==> src/rtl/uef_pkg.sv <==
// constants shared by the endpoint transfer logic
package uef_pkg;
   // register indices on the plain register port
   localparam logic [2:0] UEF_REG_TX_CTRL = 3'h0;
   localparam logic [2:0] UEF_REG_RX_CTRL = 3'h1;
   localparam logic [2:0] UEF_REG_TX_DATA = 3'h2;
   localparam logic [2:0] UEF_REG_TX_LEN = 3'h3;
   localparam logic [2:0] UEF_REG_RX_DATA = 3'h4;
   localparam logic [2:0] UEF_REG_STATUS = 3'h5;
   localparam logic [2:0] UEF_REG_RX_LEN = 3'h6;
   // control register fields, same layout for both directions
   localparam int UEF_CTL_ISO = 3;
   localparam int UEF_CTL_AUTO = 2;
   localparam int UEF_CTL_ADVANCE = 1;
   localparam int UEF_CTL_REWIND = 0;
   // status register fields
   localparam int UEF_ST_TX_DONE = 0;
   localparam int UEF_ST_RX_DONE = 1;
   localparam int UEF_ST_TX_ACK = 2;
   localparam int UEF_ST_TX_ERR = 3;
   localparam int UEF_ST_RX_ACK = 4;
   localparam int UEF_ST_RX_ERR = 5;
   localparam int UEF_ST_RX_OVF = 6;
   localparam int UEF_ST_TX_READY = 7;
   // reset values
   localparam logic [3:0] UEF_CTL_RESET = 4'h4;
   localparam logic [7:0] UEF_BYTE_ZERO = 8'h00;
   // token kinds from the serial engine
   localparam logic [1:0] UEF_TOK_IN = 2'h0;
   localparam logic [1:0] UEF_TOK_OUT = 2'h1;
   localparam logic [1:0] UEF_TOK_SOF = 2'h2;
   // nominal frame period
   localparam real UEF_FRAME_MS = 1.0;
   typedef enum logic [1:0] {
      UEF_IDLE,
      UEF_TX_SEND,
      UEF_TX_WAIT_HS,
      UEF_RX_DATA
   } uef_state_t;
endpackage

==> src/rtl/uef_endpoint.sv <==
// endpoint fifo transfer engine between serial engine and firmware
// Function
// - iso failures never retried, others kept for resend
// - valid IN shifts queued packet out
// - non-iso IN without ready packet answered with NAK
// - non-iso transmit done after host handshake
// - iso transmit: no handshake, status at frame end
// - one iso packet per frame per direction
// - tx control bit 3 selects iso transmit
// - non-iso handshake decides data sequence toggle
// - tx control bit 2 selects automatic read marker
// - manual mode: advance marker, rewind read pointer
// - start-of-frame starts iso transmit cycle
// - non-iso OUT data stored, then handshake returned
// - receive done raised after each non-iso receive
// - iso receive: no handshake, status at SOF
// - rx control bit 3 selects iso receive
// - non-iso receive checks data sequence bit
// - rx control bit 2 selects automatic write marker
// - manual mode: advance marker, rewind write pointer
//
// Added by the designer: the plain strobed port and the register offsets.
module uef_endpoint
   import uef_pkg::*;
#(
   parameter int DEPTH = 64
) (
   // clock and reset
   input wire logic clk,
   input wire logic sys_rst,
   // register port
   input wire logic [2:0] reg_addr,
   input wire logic [7:0] reg_wdata,
   input wire logic reg_wr,
   input wire logic reg_rd,
   output logic [7:0] reg_rdata,
   // tokens from the serial engine
   input wire logic tok_valid,
   input wire logic tok_pid_ok,
   input wire logic [1:0] tok_kind,
   // transmit byte stream
   output logic [7:0] tx_data,
   output logic tx_valid,
   input wire logic tx_accept,
   output logic tx_eop,
   output logic tx_seq,
   // handshake returned by the host
   input wire logic hs_in_valid,
   input wire logic hs_in_ack,
   // receive byte stream
   input wire logic rx_valid,
   input wire logic [7:0] rx_data,
   input wire logic rx_end,
   input wire logic rx_good,
   input wire logic rx_seq,
   // handshake sent to the host
   output logic hs_out_ack,
   output logic hs_out_nak
);
   import uef_pkg::*;

   localparam int PW = $clog2(DEPTH) + 1;
   localparam logic [PW-1:0] PTR_ONE = PW'(1);
   localparam logic [PW-1:0] PTR_DEPTH = PW'(DEPTH);
   localparam logic [7:0] LEN_ONE = 8'h01;

   logic [7:0] tx_mem [DEPTH];
   logic [7:0] rx_mem [DEPTH];

   uef_state_t state_reg, state_next;
   logic [3:0] tx_ctl_reg, tx_ctl_next;
   logic [3:0] rx_ctl_reg, rx_ctl_next;
   logic [PW-1:0] tx_wp_reg, tx_wp_next;
   logic [PW-1:0] tx_rm_reg, tx_rm_next;
   logic [PW-1:0] tx_rp_reg, tx_rp_next;
   logic [PW-1:0] rx_wp_reg, rx_wp_next;
   logic [PW-1:0] rx_wm_reg, rx_wm_next;
   logic [PW-1:0] rx_rp_reg, rx_rp_next;
   logic [7:0] tx_len_reg, tx_len_next;
   logic [7:0] tx_cnt_reg, tx_cnt_next;
   logic [7:0] rx_cnt_reg, rx_cnt_next;
   logic [7:0] rx_len_reg, rx_len_next;
   logic [7:0] status_reg, status_next;
   logic tx_seq_reg, tx_seq_next;
   logic rx_exp_reg, rx_exp_next;
   logic tx_iso_used_reg, tx_iso_used_next;
   logic rx_iso_used_reg, rx_iso_used_next;
   logic tx_iso_pend_reg, tx_iso_pend_next;
   logic rx_iso_pend_reg, rx_iso_pend_next;
   logic rx_iso_good_reg, rx_iso_good_next;
   logic rx_ovf_reg, rx_ovf_next;
   logic [7:0] tx_data_reg, tx_data_next;
   logic [7:0] rdata_reg, rdata_next;
   logic hs_ack_reg, hs_ack_next;
   logic hs_nak_reg, hs_nak_next;
   logic tx_mem_we, rx_mem_we;

   logic wr_tx_ctl, wr_rx_ctl, wr_tx_data, wr_tx_len, wr_status, rd_rx_data;
   logic tok_ok, sof_ok;
   logic tx_iso, tx_auto, rx_iso, rx_auto;
   logic tx_done_set, rx_done_set;
   logic tx_room, rx_room, rx_avail;

   assign wr_tx_ctl = reg_wr && (reg_addr == UEF_REG_TX_CTRL);
   assign wr_rx_ctl = reg_wr && (reg_addr == UEF_REG_RX_CTRL);
   assign wr_tx_data = reg_wr && (reg_addr == UEF_REG_TX_DATA);
   assign wr_tx_len = reg_wr && (reg_addr == UEF_REG_TX_LEN);
   assign wr_status = reg_wr && (reg_addr == UEF_REG_STATUS);
   assign rd_rx_data = reg_rd && (reg_addr == UEF_REG_RX_DATA);
   // only tokens with a good identifier count
   assign tok_ok = tok_valid && tok_pid_ok;
   assign sof_ok = tok_ok && (tok_kind == UEF_TOK_SOF);
   assign tx_iso = tx_ctl_reg[UEF_CTL_ISO];
   assign tx_auto = tx_ctl_reg[UEF_CTL_AUTO];
   assign rx_iso = rx_ctl_reg[UEF_CTL_ISO];
   assign rx_auto = rx_ctl_reg[UEF_CTL_AUTO];
   // firmware may not overrun the unsent region, hardware not the unread one
   assign tx_room = (tx_wp_reg - tx_rm_reg) != PTR_DEPTH;
   assign rx_room = (rx_wp_reg - rx_rp_reg) != PTR_DEPTH;
   assign rx_avail = rx_rp_reg != rx_wm_reg;

   assign tx_data = tx_data_reg;
   assign tx_valid = (state_reg == UEF_TX_SEND) && (tx_cnt_reg != tx_len_reg);
   assign tx_eop = (state_reg == UEF_TX_SEND) && (tx_cnt_reg == tx_len_reg);
   assign tx_seq = tx_seq_reg;
   assign hs_out_ack = hs_ack_reg;
   assign hs_out_nak = hs_nak_reg;
   assign reg_rdata = rdata_reg;

   always_comb begin
      state_next = state_reg;
      tx_ctl_next = tx_ctl_reg;
      rx_ctl_next = rx_ctl_reg;
      tx_wp_next = tx_wp_reg;
      tx_rm_next = tx_rm_reg;
      tx_rp_next = tx_rp_reg;
      rx_wp_next = rx_wp_reg;
      rx_wm_next = rx_wm_reg;
      rx_rp_next = rx_rp_reg;
      tx_len_next = tx_len_reg;
      tx_cnt_next = tx_cnt_reg;
      rx_cnt_next = rx_cnt_reg;
      rx_len_next = rx_len_reg;
      status_next = status_reg;
      tx_seq_next = tx_seq_reg;
      rx_exp_next = rx_exp_reg;
      tx_iso_used_next = tx_iso_used_reg;
      rx_iso_used_next = rx_iso_used_reg;
      tx_iso_pend_next = tx_iso_pend_reg;
      rx_iso_pend_next = rx_iso_pend_reg;
      rx_iso_good_next = rx_iso_good_reg;
      rx_ovf_next = rx_ovf_reg;
      hs_ack_next = 1'b0;
      hs_nak_next = 1'b0;
      tx_mem_we = 1'b0;
      rx_mem_we = 1'b0;
      tx_done_set = 1'b0;
      rx_done_set = 1'b0;
      rdata_next = UEF_BYTE_ZERO;

      // firmware side of the register port
      if (wr_tx_ctl) begin
         tx_ctl_next = {reg_wdata[UEF_CTL_ISO], reg_wdata[UEF_CTL_AUTO], 2'b00};
         if (!reg_wdata[UEF_CTL_AUTO] && reg_wdata[UEF_CTL_ADVANCE]) begin
            tx_rm_next = tx_rp_reg;
         end
         if (!reg_wdata[UEF_CTL_AUTO] && reg_wdata[UEF_CTL_REWIND]) begin
            tx_rp_next = tx_rm_reg;
         end
      end
      if (wr_rx_ctl) begin
         rx_ctl_next = {reg_wdata[UEF_CTL_ISO], reg_wdata[UEF_CTL_AUTO], 2'b00};
         if (!reg_wdata[UEF_CTL_AUTO] && reg_wdata[UEF_CTL_ADVANCE]) begin
            rx_wm_next = rx_wp_reg;
         end
         if (!reg_wdata[UEF_CTL_AUTO] && reg_wdata[UEF_CTL_REWIND]) begin
            rx_wp_next = rx_wm_reg;
         end
      end
      if (wr_tx_data && tx_room) begin
         tx_mem_we = 1'b1;
         tx_wp_next = tx_wp_reg + PTR_ONE;
      end
      if (wr_tx_len && (state_reg == UEF_IDLE)) begin
         tx_len_next = reg_wdata;
         status_next[UEF_ST_TX_READY] = 1'b1;
      end
      if (rd_rx_data && rx_avail) begin
         rx_rp_next = rx_rp_reg + PTR_ONE;
      end
      if (wr_status) begin
         status_next[UEF_ST_TX_DONE] = status_reg[UEF_ST_TX_DONE] & ~reg_wdata[UEF_ST_TX_DONE];
         status_next[UEF_ST_RX_DONE] = status_reg[UEF_ST_RX_DONE] & ~reg_wdata[UEF_ST_RX_DONE];
      end
      if (reg_rd) begin
         case (reg_addr)
            UEF_REG_TX_CTRL: rdata_next = {4'h0, tx_ctl_reg};
            UEF_REG_RX_CTRL: rdata_next = {4'h0, rx_ctl_reg};
            UEF_REG_TX_LEN: rdata_next = tx_len_reg;
            UEF_REG_RX_DATA: rdata_next = rx_avail ? rx_mem[rx_rp_reg[PW-2:0]] : UEF_BYTE_ZERO;
            UEF_REG_STATUS: rdata_next = status_reg;
            UEF_REG_RX_LEN: rdata_next = rx_len_reg;
            default: rdata_next = UEF_BYTE_ZERO;
         endcase
      end

      // frame boundary: settle iso status of the past frame
      if (sof_ok) begin
         tx_iso_used_next = 1'b0;
         rx_iso_used_next = 1'b0;
         if (tx_iso_pend_reg) begin
            tx_iso_pend_next = 1'b0;
            status_next[UEF_ST_TX_ACK] = 1'b1;
            status_next[UEF_ST_TX_ERR] = 1'b0;
            status_next[UEF_ST_TX_READY] = wr_tx_len && state_reg == UEF_IDLE;
            if (tx_auto) begin
               tx_rm_next = tx_rp_reg;
            end
         end
         if (rx_iso_pend_reg) begin
            rx_iso_pend_next = 1'b0;
            status_next[UEF_ST_RX_ACK] = rx_iso_good_reg;
            status_next[UEF_ST_RX_ERR] = !rx_iso_good_reg;
            status_next[UEF_ST_RX_OVF] = rx_ovf_reg;
            if (rx_auto) begin
               // a bad iso packet is dropped, never asked for again
               if (rx_iso_good_reg) begin
                  rx_wm_next = rx_wp_reg;
               end else begin
                  rx_wp_next = rx_wm_reg;
               end
            end
         end
      end

      case (state_reg)
         UEF_IDLE: begin
            if (tok_ok && (tok_kind == UEF_TOK_IN)) begin
               if (tx_iso) begin
                  // iso data goes out once per frame, sent only if armed
                  if (status_reg[UEF_ST_TX_READY] && !tx_iso_used_reg) begin
                     tx_iso_used_next = 1'b1;
                     tx_iso_pend_next = 1'b1;
                     tx_cnt_next = UEF_BYTE_ZERO;
                     state_next = UEF_TX_SEND;
                  end
               end else if (status_reg[UEF_ST_TX_READY]) begin
                  tx_cnt_next = UEF_BYTE_ZERO;
                  state_next = UEF_TX_SEND;
               end else begin
                  hs_nak_next = 1'b1;
               end
            end else if (tok_ok && (tok_kind == UEF_TOK_OUT)) begin
               if (!rx_iso || !rx_iso_used_reg) begin
                  rx_iso_used_next = rx_iso;
                  rx_cnt_next = UEF_BYTE_ZERO;
                  rx_ovf_next = 1'b0;
                  state_next = UEF_RX_DATA;
               end
            end
         end
         UEF_TX_SEND: begin
            if (tx_cnt_reg == tx_len_reg) begin
               state_next = tx_iso ? UEF_IDLE : UEF_TX_WAIT_HS;
            end else if (tx_accept) begin
               tx_cnt_next = tx_cnt_reg + LEN_ONE;
               tx_rp_next = tx_rp_reg + PTR_ONE;
            end
         end
         UEF_TX_WAIT_HS: begin
            if (hs_in_valid) begin
               state_next = UEF_IDLE;
               tx_done_set = 1'b1;
               status_next[UEF_ST_TX_ACK] = hs_in_ack;
               status_next[UEF_ST_TX_ERR] = !hs_in_ack;
               if (hs_in_ack) begin
                  tx_seq_next = !tx_seq_reg;
                  status_next[UEF_ST_TX_READY] = 1'b0;
                  if (tx_auto) begin
                     tx_rm_next = tx_rp_reg;
                  end
               end else if (tx_auto) begin
                  // packet stays armed for the next IN
                  tx_rp_next = tx_rm_reg;
               end
            end
         end
         UEF_RX_DATA: begin
            if (rx_valid) begin
               if (rx_room) begin
                  rx_mem_we = 1'b1;
                  rx_wp_next = rx_wp_reg + PTR_ONE;
                  rx_cnt_next = rx_cnt_reg + LEN_ONE;
               end else begin
                  rx_ovf_next = 1'b1;
               end
            end else if (rx_end) begin
               state_next = UEF_IDLE;
               rx_len_next = rx_cnt_reg;
               if (rx_iso) begin
                  rx_iso_pend_next = 1'b1;
                  rx_iso_good_next = rx_good && !rx_ovf_reg;
               end else begin
                  rx_done_set = 1'b1;
                  status_next[UEF_ST_RX_OVF] = rx_ovf_reg;
                  if (rx_good && !rx_ovf_reg && (rx_seq == rx_exp_reg)) begin
                     hs_ack_next = 1'b1;
                     rx_exp_next = !rx_exp_reg;
                     status_next[UEF_ST_RX_ACK] = 1'b1;
                     status_next[UEF_ST_RX_ERR] = 1'b0;
                     if (rx_auto) begin
                        rx_wm_next = rx_wp_reg;
                     end
                  end else begin
                     // repeated packet is acked but dropped; overflow asks for resend
                     hs_ack_next = rx_good && !rx_ovf_reg;
                     hs_nak_next = rx_good && rx_ovf_reg;
                     status_next[UEF_ST_RX_ACK] = 1'b0;
                     status_next[UEF_ST_RX_ERR] = !rx_good || rx_ovf_reg;
                     if (rx_auto) begin
                        rx_wp_next = rx_wm_reg;
                     end
                  end
               end
            end
         end
         default: state_next = UEF_IDLE;
      endcase

      // hardware set wins over a firmware clear in the same cycle
      if (tx_done_set) begin
         status_next[UEF_ST_TX_DONE] = 1'b1;
      end
      if (rx_done_set) begin
         status_next[UEF_ST_RX_DONE] = 1'b1;
      end
      tx_data_next = tx_mem[tx_rp_next[PW-2:0]];
   end

   always_ff @(posedge clk) begin
      if (tx_mem_we) begin
         tx_mem[tx_wp_reg[PW-2:0]] <= reg_wdata;
      end
      if (rx_mem_we) begin
         rx_mem[rx_wp_reg[PW-2:0]] <= rx_data;
      end
   end

   always_ff @(posedge clk) begin
      if (sys_rst) begin
         state_reg <= UEF_IDLE;
         tx_ctl_reg <= UEF_CTL_RESET;
         rx_ctl_reg <= UEF_CTL_RESET;
         tx_wp_reg <= '0;
         tx_rm_reg <= '0;
         tx_rp_reg <= '0;
         rx_wp_reg <= '0;
         rx_wm_reg <= '0;
         rx_rp_reg <= '0;
         tx_len_reg <= UEF_BYTE_ZERO;
         tx_cnt_reg <= UEF_BYTE_ZERO;
         rx_cnt_reg <= UEF_BYTE_ZERO;
         rx_len_reg <= UEF_BYTE_ZERO;
         status_reg <= UEF_BYTE_ZERO;
         tx_seq_reg <= 1'b0;
         rx_exp_reg <= 1'b0;
         tx_iso_used_reg <= 1'b0;
         rx_iso_used_reg <= 1'b0;
         tx_iso_pend_reg <= 1'b0;
         rx_iso_pend_reg <= 1'b0;
         rx_iso_good_reg <= 1'b0;
         rx_ovf_reg <= 1'b0;
         tx_data_reg <= UEF_BYTE_ZERO;
         rdata_reg <= UEF_BYTE_ZERO;
         hs_ack_reg <= 1'b0;
         hs_nak_reg <= 1'b0;
      end else begin
         state_reg <= state_next;
         tx_ctl_reg <= tx_ctl_next;
         rx_ctl_reg <= rx_ctl_next;
         tx_wp_reg <= tx_wp_next;
         tx_rm_reg <= tx_rm_next;
         tx_rp_reg <= tx_rp_next;
         rx_wp_reg <= rx_wp_next;
         rx_wm_reg <= rx_wm_next;
         rx_rp_reg <= rx_rp_next;
         tx_len_reg <= tx_len_next;
         tx_cnt_reg <= tx_cnt_next;
         rx_cnt_reg <= rx_cnt_next;
         rx_len_reg <= rx_len_next;
         status_reg <= status_next;
         tx_seq_reg <= tx_seq_next;
         rx_exp_reg <= rx_exp_next;
         tx_iso_used_reg <= tx_iso_used_next;
         rx_iso_used_reg <= rx_iso_used_next;
         tx_iso_pend_reg <= tx_iso_pend_next;
         rx_iso_pend_reg <= rx_iso_pend_next;
         rx_iso_good_reg <= rx_iso_good_next;
         rx_ovf_reg <= rx_ovf_next;
         tx_data_reg <= tx_data_next;
         rdata_reg <= rdata_next;
         hs_ack_reg <= hs_ack_next;
         hs_nak_reg <= hs_nak_next;
      end
   end
endmodule

==> config.mk <==
export PLATFORM = sky130hd
export DESIGN_NAME = uef_endpoint
export DESIGN_NICKNAME = d
export VERILOG_FILES = /design/src/rtl/uef_pkg.sv /design/src/rtl/uef_endpoint.sv
export SDC_FILE = /design/constraint.sdc
export NUM_CORES = 1
export LEC_CHECK = 0
export BUFFER_PORTS_ARGS = -buffer_cell sky130_fd_sc_hd__buf_2
export CAP_MARGIN = 20
export CORE_ASPECT_RATIO = 0.75
export CORE_MARGIN = 3
export CORE_UTILIZATION = 60
export DETAILED_ROUTE_END_ITERATION = 10
export PLACE_DENSITY = 0.75
export SYNTH_ARGS = -nofsm -noshare
export SYNTH_HDL_FRONTEND = slang
export SYNTH_SLANG_ARGS = --single-unit
export TNS_END_PERCENT = 30
==> constraint.sdc <==
create_clock -name clk -period 7.15 [get_ports clk]
set_input_delay 2.145 -clock clk [delete_from_list [all_inputs] [get_ports clk]]
set_output_delay 2.145 -clock clk [all_outputs]
set_load 0.1 [all_outputs]
==> Implementation_results.wiki, run 1 <==
{| class="wikitable"
! Metric !! Value
|-
| Status || finished, final reports clean
|-
| MaxCap Viol Count || 0
|-
| Vias after detailed routing || around 28000
|-
| Cells along the critical path || buf_2 -> or4b_1 -> o21ai_1 -> o21ai_1 -> o2111ai_4 -> nand2_4 -> a211oi_1 -> a31oi_1 -> o31ai_1 -> o31ai_1
|-
| Share of the clock period used by the worst path || 0.810
|-
| Critical Path Sink Type || flop
|-
| Final Hold Viols || 0
|-
| Remaining number of nets flagged by the antenna check after routing || 0
|-
| Library cells used by synthesis || 83
|-
| Ports placed on the boundary || 55
|-
| Slowest stage cell on the critical path || sky130_fd_sc_hd__o31ai_1
|-
| Die footprint || roughly 0.08 mm2
|-
| Count of flip-flops with a built-in enable after synthesis || 1024
|-
| Critical path's top delay family || compound AO/OA/AOI/OAI gates
|-
| Launch point of the worst reg-to-reg path || tx_wp_reg[1]
|-
| Total length of routed wires || 120000 um
|-
| Worst min-delay path startpoint || rx_len_reg[0]
|-
| Effective utilization at floorplan || 0.609
|-
| Worst supply voltage drop on vdd || between 0.2 and 0.25 mV
|-
| Number of setup violations in the final report || 0
|-
| Slew HR || 0.264
|-
| Depth of the CTS H-tree || 3
|-
| Count of buffering cells on the critical path with inverters included || 1
|-
| Total CTS buffers || ~100
|-
| Number of buffers added on ports || 54
|-
| CP Data Required Time || 7680 ps
|-
| Half-perimeter wire length of the detailed placement result || about 75000 um
|-
| Sinks on the clock net || 1144
|-
| Layout-stage area growth over the synthesis result || 9.97%
|-
| Number of synthesized register bits || 1144
|-
| Aggregate global routing overflow || 0
|-
| CP Data Arrival Time || 6320 ps
|-
| Min-Delay Path Class || flop to flop
|-
| Die Width || around 330 um
|-
| Yosys top cell area share || 0.653
|-
| Die height || around 250 um
|-
| Net count after synthesis || 3020
|-
| Critical path type || input pin to flop
|-
| Ratio of total power to cell area || 277 mW/mm2
|-
| Sequential-to-total area share from yosys stat || 0.704
|-
| Total setup buffers inserted after CTS || 0
|-
| Max-slew violation count || 0
|-
| Origin of the worst setup path || reg_addr[2]
|-
| Wire length of the first global-routing pass || 178000 um
|-
| Critical Path Start Type || input pin
|-
| Antenna violations before repair || 4
|-
| Mean routed wirelength per cell || between 20 and 30 um
|-
| GRT Overall Usage || 0.293
|-
| Row cnt || 88
|-
| Placeable core area || 0.0773 mm2
|-
| Number of resized instances in the post-cts repair step || 0
|-
| Most common library cells after synthesis || 1024 x sky130_fd_sc_hd__edfxtp_1, 249 x sky130_fd_sc_hd__nor2_1, 232 x sky130_fd_sc_hd__nand2_1
|-
| Max Fanout on Critical Path || 37
|-
| Clock Path Buffers || 3
|-
| Cell with the most instances after synthesis || sky130_fd_sc_hd__edfxtp_1
|-
| Hold buffers post-CTS || 0
|-
| Avg Inst Size Synth || 15.9 um2
|-
| Leakage Power || 16.9 nW
|-
| Detailed-router iteration count before antenna repair || 6
|-
| Total power after layout || 14.4 mW
|-
| Number of remaining DRC errors || 0
|-
| Via count of the first global-routing pass || 26730
|-
| Final cell count without fillers || 4131
|-
| Mean number of vias per cell || 6.80
|-
| Count of routing violations after the opening detailed-route iteration || around 4200
|-
| Achievable Freq || 173 MHz
|-
| Worst Tran Pin Value || 1100 ps
|-
| Max Clock Skew || between 20 and 30 ps
|-
| Post-layout minimum cycle time || around 5800 ps
|-
| TritonCTS clock tree || yes
|-
| Async S/R FF share, synth || 0
|-
| Library cell used as clock root buffer || sky130_fd_sc_hd__clkbuf_16
|-
| Routability congestion estimate from global placement || 0.909
|-
| Total Negative Setup Slacks || 0 ps
|-
| Net count reported at finish || 3063
|-
| Most area-consuming cells after synthesis || sky130_fd_sc_hd__edfxtp_1 65%, sky130_fd_sc_hd__mux4_2 8.0%, sky130_fd_sc_hd__dfxtp_1 5.1%
|-
| RSZ-0062 raised after global routing || no
|-
| Share of post-route cells with drive strength above 1 || 0.168
|-
| Clock-pin transition on the worst setup and hold timing paths || 70 ps
|-
| Pin count of the biggest net entering global routing || 100
|-
| Leading register cell type out of synthesis || sky130_fd_sc_hd__edfxtp_1
|-
| YS warnings || 0
|-
| Number of instances in the synthesized netlist || 2964
|-
| Total placed cells including tap cells || 3931
|-
| Clk_lat worst skew || roughly 700 ps
|-
| Netlist area before placement || 0.0471 mm2
|-
| Maximum cell stage delay along the critical path || roughly 880 ps
|-
| Cell type with the largest total area after synthesis || sky130_fd_sc_hd__edfxtp_1
|}
==> kinds of logic (layout without fill, tap and decap cells) <==
family	count (synthesis)	in the layout	synth area share
AO/OA/AOI/OAI	429	429	0.0666
XOR/XNOR	49	49	0.00911
adder cells (fa/ha/maj)	22	22	0.00584
buffers and inverters	211	342	0.0207
flip-flops	1144	1144	0.704
multiplexers	333	333	0.116
other	0	1	0
AND/OR/NAND/NOR	776	776	0.0776
==> path summary, 6_finish.rpt <==
| check | depth (start not counted) | slack, ps | to |
|---|---|---|---|
| setup / recovery | 10 | 1360 | tx_data[7] |
| hold / removal | 2 | 460 | rx_len_reg[0] |
| setup reg to reg | 10 | 2460 | tx_mem[17][4] |
| hold reg to reg | 2 | 460 | rx_len_reg[0] |
==> cell usage in the layout, fill, tap and decap left out, types with 34 or more instances in the layout <==
cell type / count
sky130_fd_sc_hd__a211oi_1: 84
sky130_fd_sc_hd__a21oi_1: 94
sky130_fd_sc_hd__and3_1: 67
sky130_fd_sc_hd__buf_2: 54
sky130_fd_sc_hd__buf_4: 50
sky130_fd_sc_hd__clkbuf_16: 104
sky130_fd_sc_hd__dfxtp_1: 117
sky130_fd_sc_hd__edfxtp_1: 1024
sky130_fd_sc_hd__inv_1: 35
sky130_fd_sc_hd__mux2_2: 34
sky130_fd_sc_hd__mux2i_1: 131
sky130_fd_sc_hd__mux4_2: 168
sky130_fd_sc_hd__nand2_1: 232
sky130_fd_sc_hd__nand3_1: 58
sky130_fd_sc_hd__nor2_1: 248
sky130_fd_sc_hd__o21ai_0: 35
sky130_fd_sc_hd__xnor2_1: 36
==> area by class of cell <==
cell class,instances,area (um2)
well taps,1035,1290
inverters,34,128
clock buffers,128,2770
repair buffers,115,866
diodes,1,2.50
fillers,5120,25500
clock inverters,65,562
flip-flops and latches,1144,33200
multi-input cells,1609,13000
==> per-layer routing <==
layer,up-vias,track usage,part of all wire
met4,2,0.0537,0.018
met1,14197,0.476,0.42
met3,183,0.0864,0.13
met2,1883,0.400,0.43
met5,-,0,0.000058
li1,11815,-,-
==> report_power, final <==
group / switching [mW] / total (mW) / internal (mW)
combinational: 1.12 / 1.57 / 0.455
sequential: 0.0307 / 7.33 / 7.30
clock: 2.46 / 5.45 / 2.99
==> worst min-delay path, cell delays in order, from the launching register on <==
cell and delay (ps):
sky130_fd_sc_hd__dfxtp_1 310, sky130_fd_sc_hd__nand2_1 50, sky130_fd_sc_hd__a21oi_1 50
==> through the flow <==
stage	util	area (um2)	hold WS [ps]	setup WS, ps
3_5_place_dp	0.625	48300	450	910
3_3_place_gp	0.625	48300	448	951
6_report	0.670	51800	458	1360
4_1_cts	0.669	51700	459	1580
5_1_grt	0.670	51800	478	1220
2_1_floorplan	-	47100	436	2420
No activity file was read; power rests on OpenSTA's default activity.
==> run 2, diff against run 1 <==
==> constraint.sdc (replaced) <==
create_clock -name clk -period 6.1 [get_ports clk]
set_input_delay 1.83 -clock clk [delete_from_list [all_inputs] [get_ports clk]]
set_output_delay 1.83 -clock clk [all_outputs]
set_load 0.1 [all_outputs]
==> run 2 against run 1 <==
  * Register-to-register slack got worse by 1300 ps
  * Die area unchanged
  * Cell count grew 1.7%
  * Sequential cell count unchanged
  * Final area rose by 1.2%
  * Combinational power is 20% higher
  * Total power is 18% higher
  * Clock-buffer cell count rose by 9
  * Routed wire length is 1.2% higher
  * Critical endpoint unchanged
  * Global-route usage grew 0.66 points
  * Critical path depth grew 3
  * Non-clock buffer count up 71
==> Implementation_results.wiki, run 2 (same netlist as run 1, synthesis figures left out) <==
{| class="wikitable"
! Metric !! Value
|-
| Status || finished, final reports clean
|-
| ANT cells || 0
|-
| Die height || 249 um
|-
| Final Hold Viols || 0
|-
| Met2 routing resource usage after global routing || 0.416
|-
| Min-Delay Path Class || flop to flop
|-
| Most used cells in the layout excluding fill and tap cells || 1024 x sky130_fd_sc_hd__edfxtp_1, 248 x sky130_fd_sc_hd__nor2_1, 232 x sky130_fd_sc_hd__nand2_1
|-
| MaxCap Viol Count || 0
|-
| Share of post-route cells with drive strength above 1 || 0.187
|-
| Worst supply voltage drop on vdd || 0.277 mV
|-
| Total placed instance area || 0.0489 mm2
|-
| Critical Path Start Type || input pin
|-
| Sinks on the clock net || 1144
|-
| Final design instance area without fill || 0.0524 mm2
|-
| Leakage Power || 17.3 nW
|-
| Cells along the critical path || buf_2 -> buf_4 -> nor4b_4 -> nand2_2 -> o221ai_2 -> o211a_4 -> buf_4 -> nor3_1 -> buf_4 -> and3_1 -> o41ai_1 -> nand4_1 -> o31ai_1
|-
| Routability congestion estimate from global placement || 0.942
|-
| Fraction of power spent switching nets || 0.248
|-
| Layout-stage area growth over the synthesis result || 11.3%
|-
| Antenna violations before repair || 5
|-
| Number of resized instances in the post-cts repair step || 0
|-
| Worst Tran Pin Value || 1210 ps
|-
| Seq pwr share || 0.507
|-
| Aggregate global routing overflow || 0
|-
| Slowest stage cell on the critical path || sky130_fd_sc_hd__o41ai_1
|-
| Depth of the CTS H-tree || 3
|-
| Maximum cell stage delay along the critical path || 950 ps
|-
| Slew HR || 0.185
|-
| Vias after detailed routing || roughly 28000
|-
| Comb pwr share || 0.112
|-
| Mean routed wirelength per cell || 29.0 um
|-
| Number of remaining DRC errors || 0
|-
| Remaining number of nets flagged by the antenna check after routing || 0
|-
| Achievable Freq || approximately 180 MHz
|-
| Net Switching || 4.21 mW
|-
| Layout filler cell count || between 5000 and 6000
|-
| Net count reported at finish || 3135
|-
| Die footprint || a little over 0.08 mm2
|-
| Hold buffers post-CTS || 0
|-
| Ratio of total power to cell area || 323 mW/mm2
|-
| Critical Path Sink Type || flop
|-
| Library cell used as clock root buffer || sky130_fd_sc_hd__clkbuf_16
|-
| Total power after layout || 17.0 mW
|-
| Pin count of the biggest net entering global routing || 72
|-
| Row cnt || just under 90
|-
| GRT Overall Usage || 0.300
|-
| CP Data Required Time || 6700 ps
|-
| Mean number of vias per cell || 6.74
|-
| Clk_lat worst skew || 700 ps
|-
| RSZ-0062 raised after global routing || no
|-
| Effective utilization at floorplan || 0.609
|-
| Most numerous cell on the critical path || sky130_fd_sc_hd__buf_4
|-
| Total CTS buffers || between 100 and 150
|-
| TritonCTS clock tree || yes
|-
| CP Data Arrival Time || 6260 ps
|-
| Area used by sequential logic in the layout || approximately 0.033 mm2
|-
| Max Fanout on Critical Path || 27
|-
| Detailed-router iteration count before antenna repair || 7
|-
| Clock Path Buffers || 3
|-
| Share of the clock period used by the worst path || 0.928
|-
| Commonest non-fill, non-tap cell in the layout || sky130_fd_sc_hd__edfxtp_1
|-
| Ports placed on the boundary || 55
|-
| Number of buffers added on ports || 54
|-
| Placeable core area || 0.0773 mm2
|-
| Total length of routed wires || between 100000 and 150000 um
|-
| Highest-utilization routing layer at the global route stage || met1
|-
| Clock network power share || 0.382
|-
| Area taken by multi-input logic gates || 0.0130 mm2
|-
| Max-slew violation count || 0
|-
| Count of routing violations after the opening detailed-route iteration || approximately 4000
|-
| GR Layer Usage met3 || 0.0878
|-
| Cell-internal power || roughly 13 mW
|-
| Half-perimeter wire length of the detailed placement result || 77600 um
|-
| Critical path type || input pin to flop
|-
| Clock-pin transition on the worst setup and hold timing paths || 60 ps
|-
| Post-layout minimum cycle time || approximately 5700 ps
|-
| Met1 usage in global routing || 0.479
|-
| Via count of the first global-routing pass || 27264
|-
| Wire length of the first global-routing pass || 182000 um
|-
| Die Width || approximately 330 um
|-
| Max Clock Skew || about 26 ps
|-
| Number of setup violations in the final report || 0
|-
| Total setup buffers inserted after CTS || 0
|}
run 2: final timing paths:
check,startpoint,endpoint,slack [ps],cells after the start
worst max-delay path,reg_addr[2],tx_data[7],440,13
worst min-delay path,rx_len_reg[0],rx_len_reg[0],460,2
worst max register to register,state_reg[0],tx_data[7],1190,13
worst min register to register,rx_len_reg[0],rx_len_reg[0],460,2
run 2: layout make-up:
type / count / share of cell area
Sequential cell: 1144 / 0.633
Multi-Input combinational cell: 1609 / 0.248
Clock buffer: 137 / 0.0543
Timing Repair Buffer: 186 / 0.0279
Tap cell: 1035 / 0.0247
Clock inverter: 55 / 0.00981
Inverter: 34 / 0.00243
run 2: power by group through the flow:
stage | Sequential (mW) | Combinational, mW | Clock, mW
after floorplan | 8.91 | 1.06 | 0
after global placement | 8.76 | 1.79 | 0
after detailed placement | 8.76 | 1.82 | 0
after CTS | 8.60 | 1.83 | 6.52
after global routing | 8.59 | 1.98 | 6.84
final | 8.59 | 1.89 | 6.47
run 2: routing by layer:
layer  vias up  part of all wire
li1      11964                 -
met1     14265              0.41
met2      1866              0.43
met3       203              0.13
met4         2             0.020
met5         -           0.00011
run 2: per-stage QoR:
stage,worst slack (ps),TNS (ps),std cells,hold WS (ps),utilization
after CTS,615,0,4193,457,0.676
final,441,0,4200,458,0.678
after global placement,-29.1,-29.1,4001,448,0.633
after global routing,448,0,4200,475,0.678
after floorplan,1690,0,2964,436,-
after detailed placement,-84.3,-99.1,4001,447,0.633
run 2: worst max-delay path, delay by kind of cell:
family	cells	cell delay, ps
compound gates	4	2050
simple gates	5	1500
buf+inv	4	810
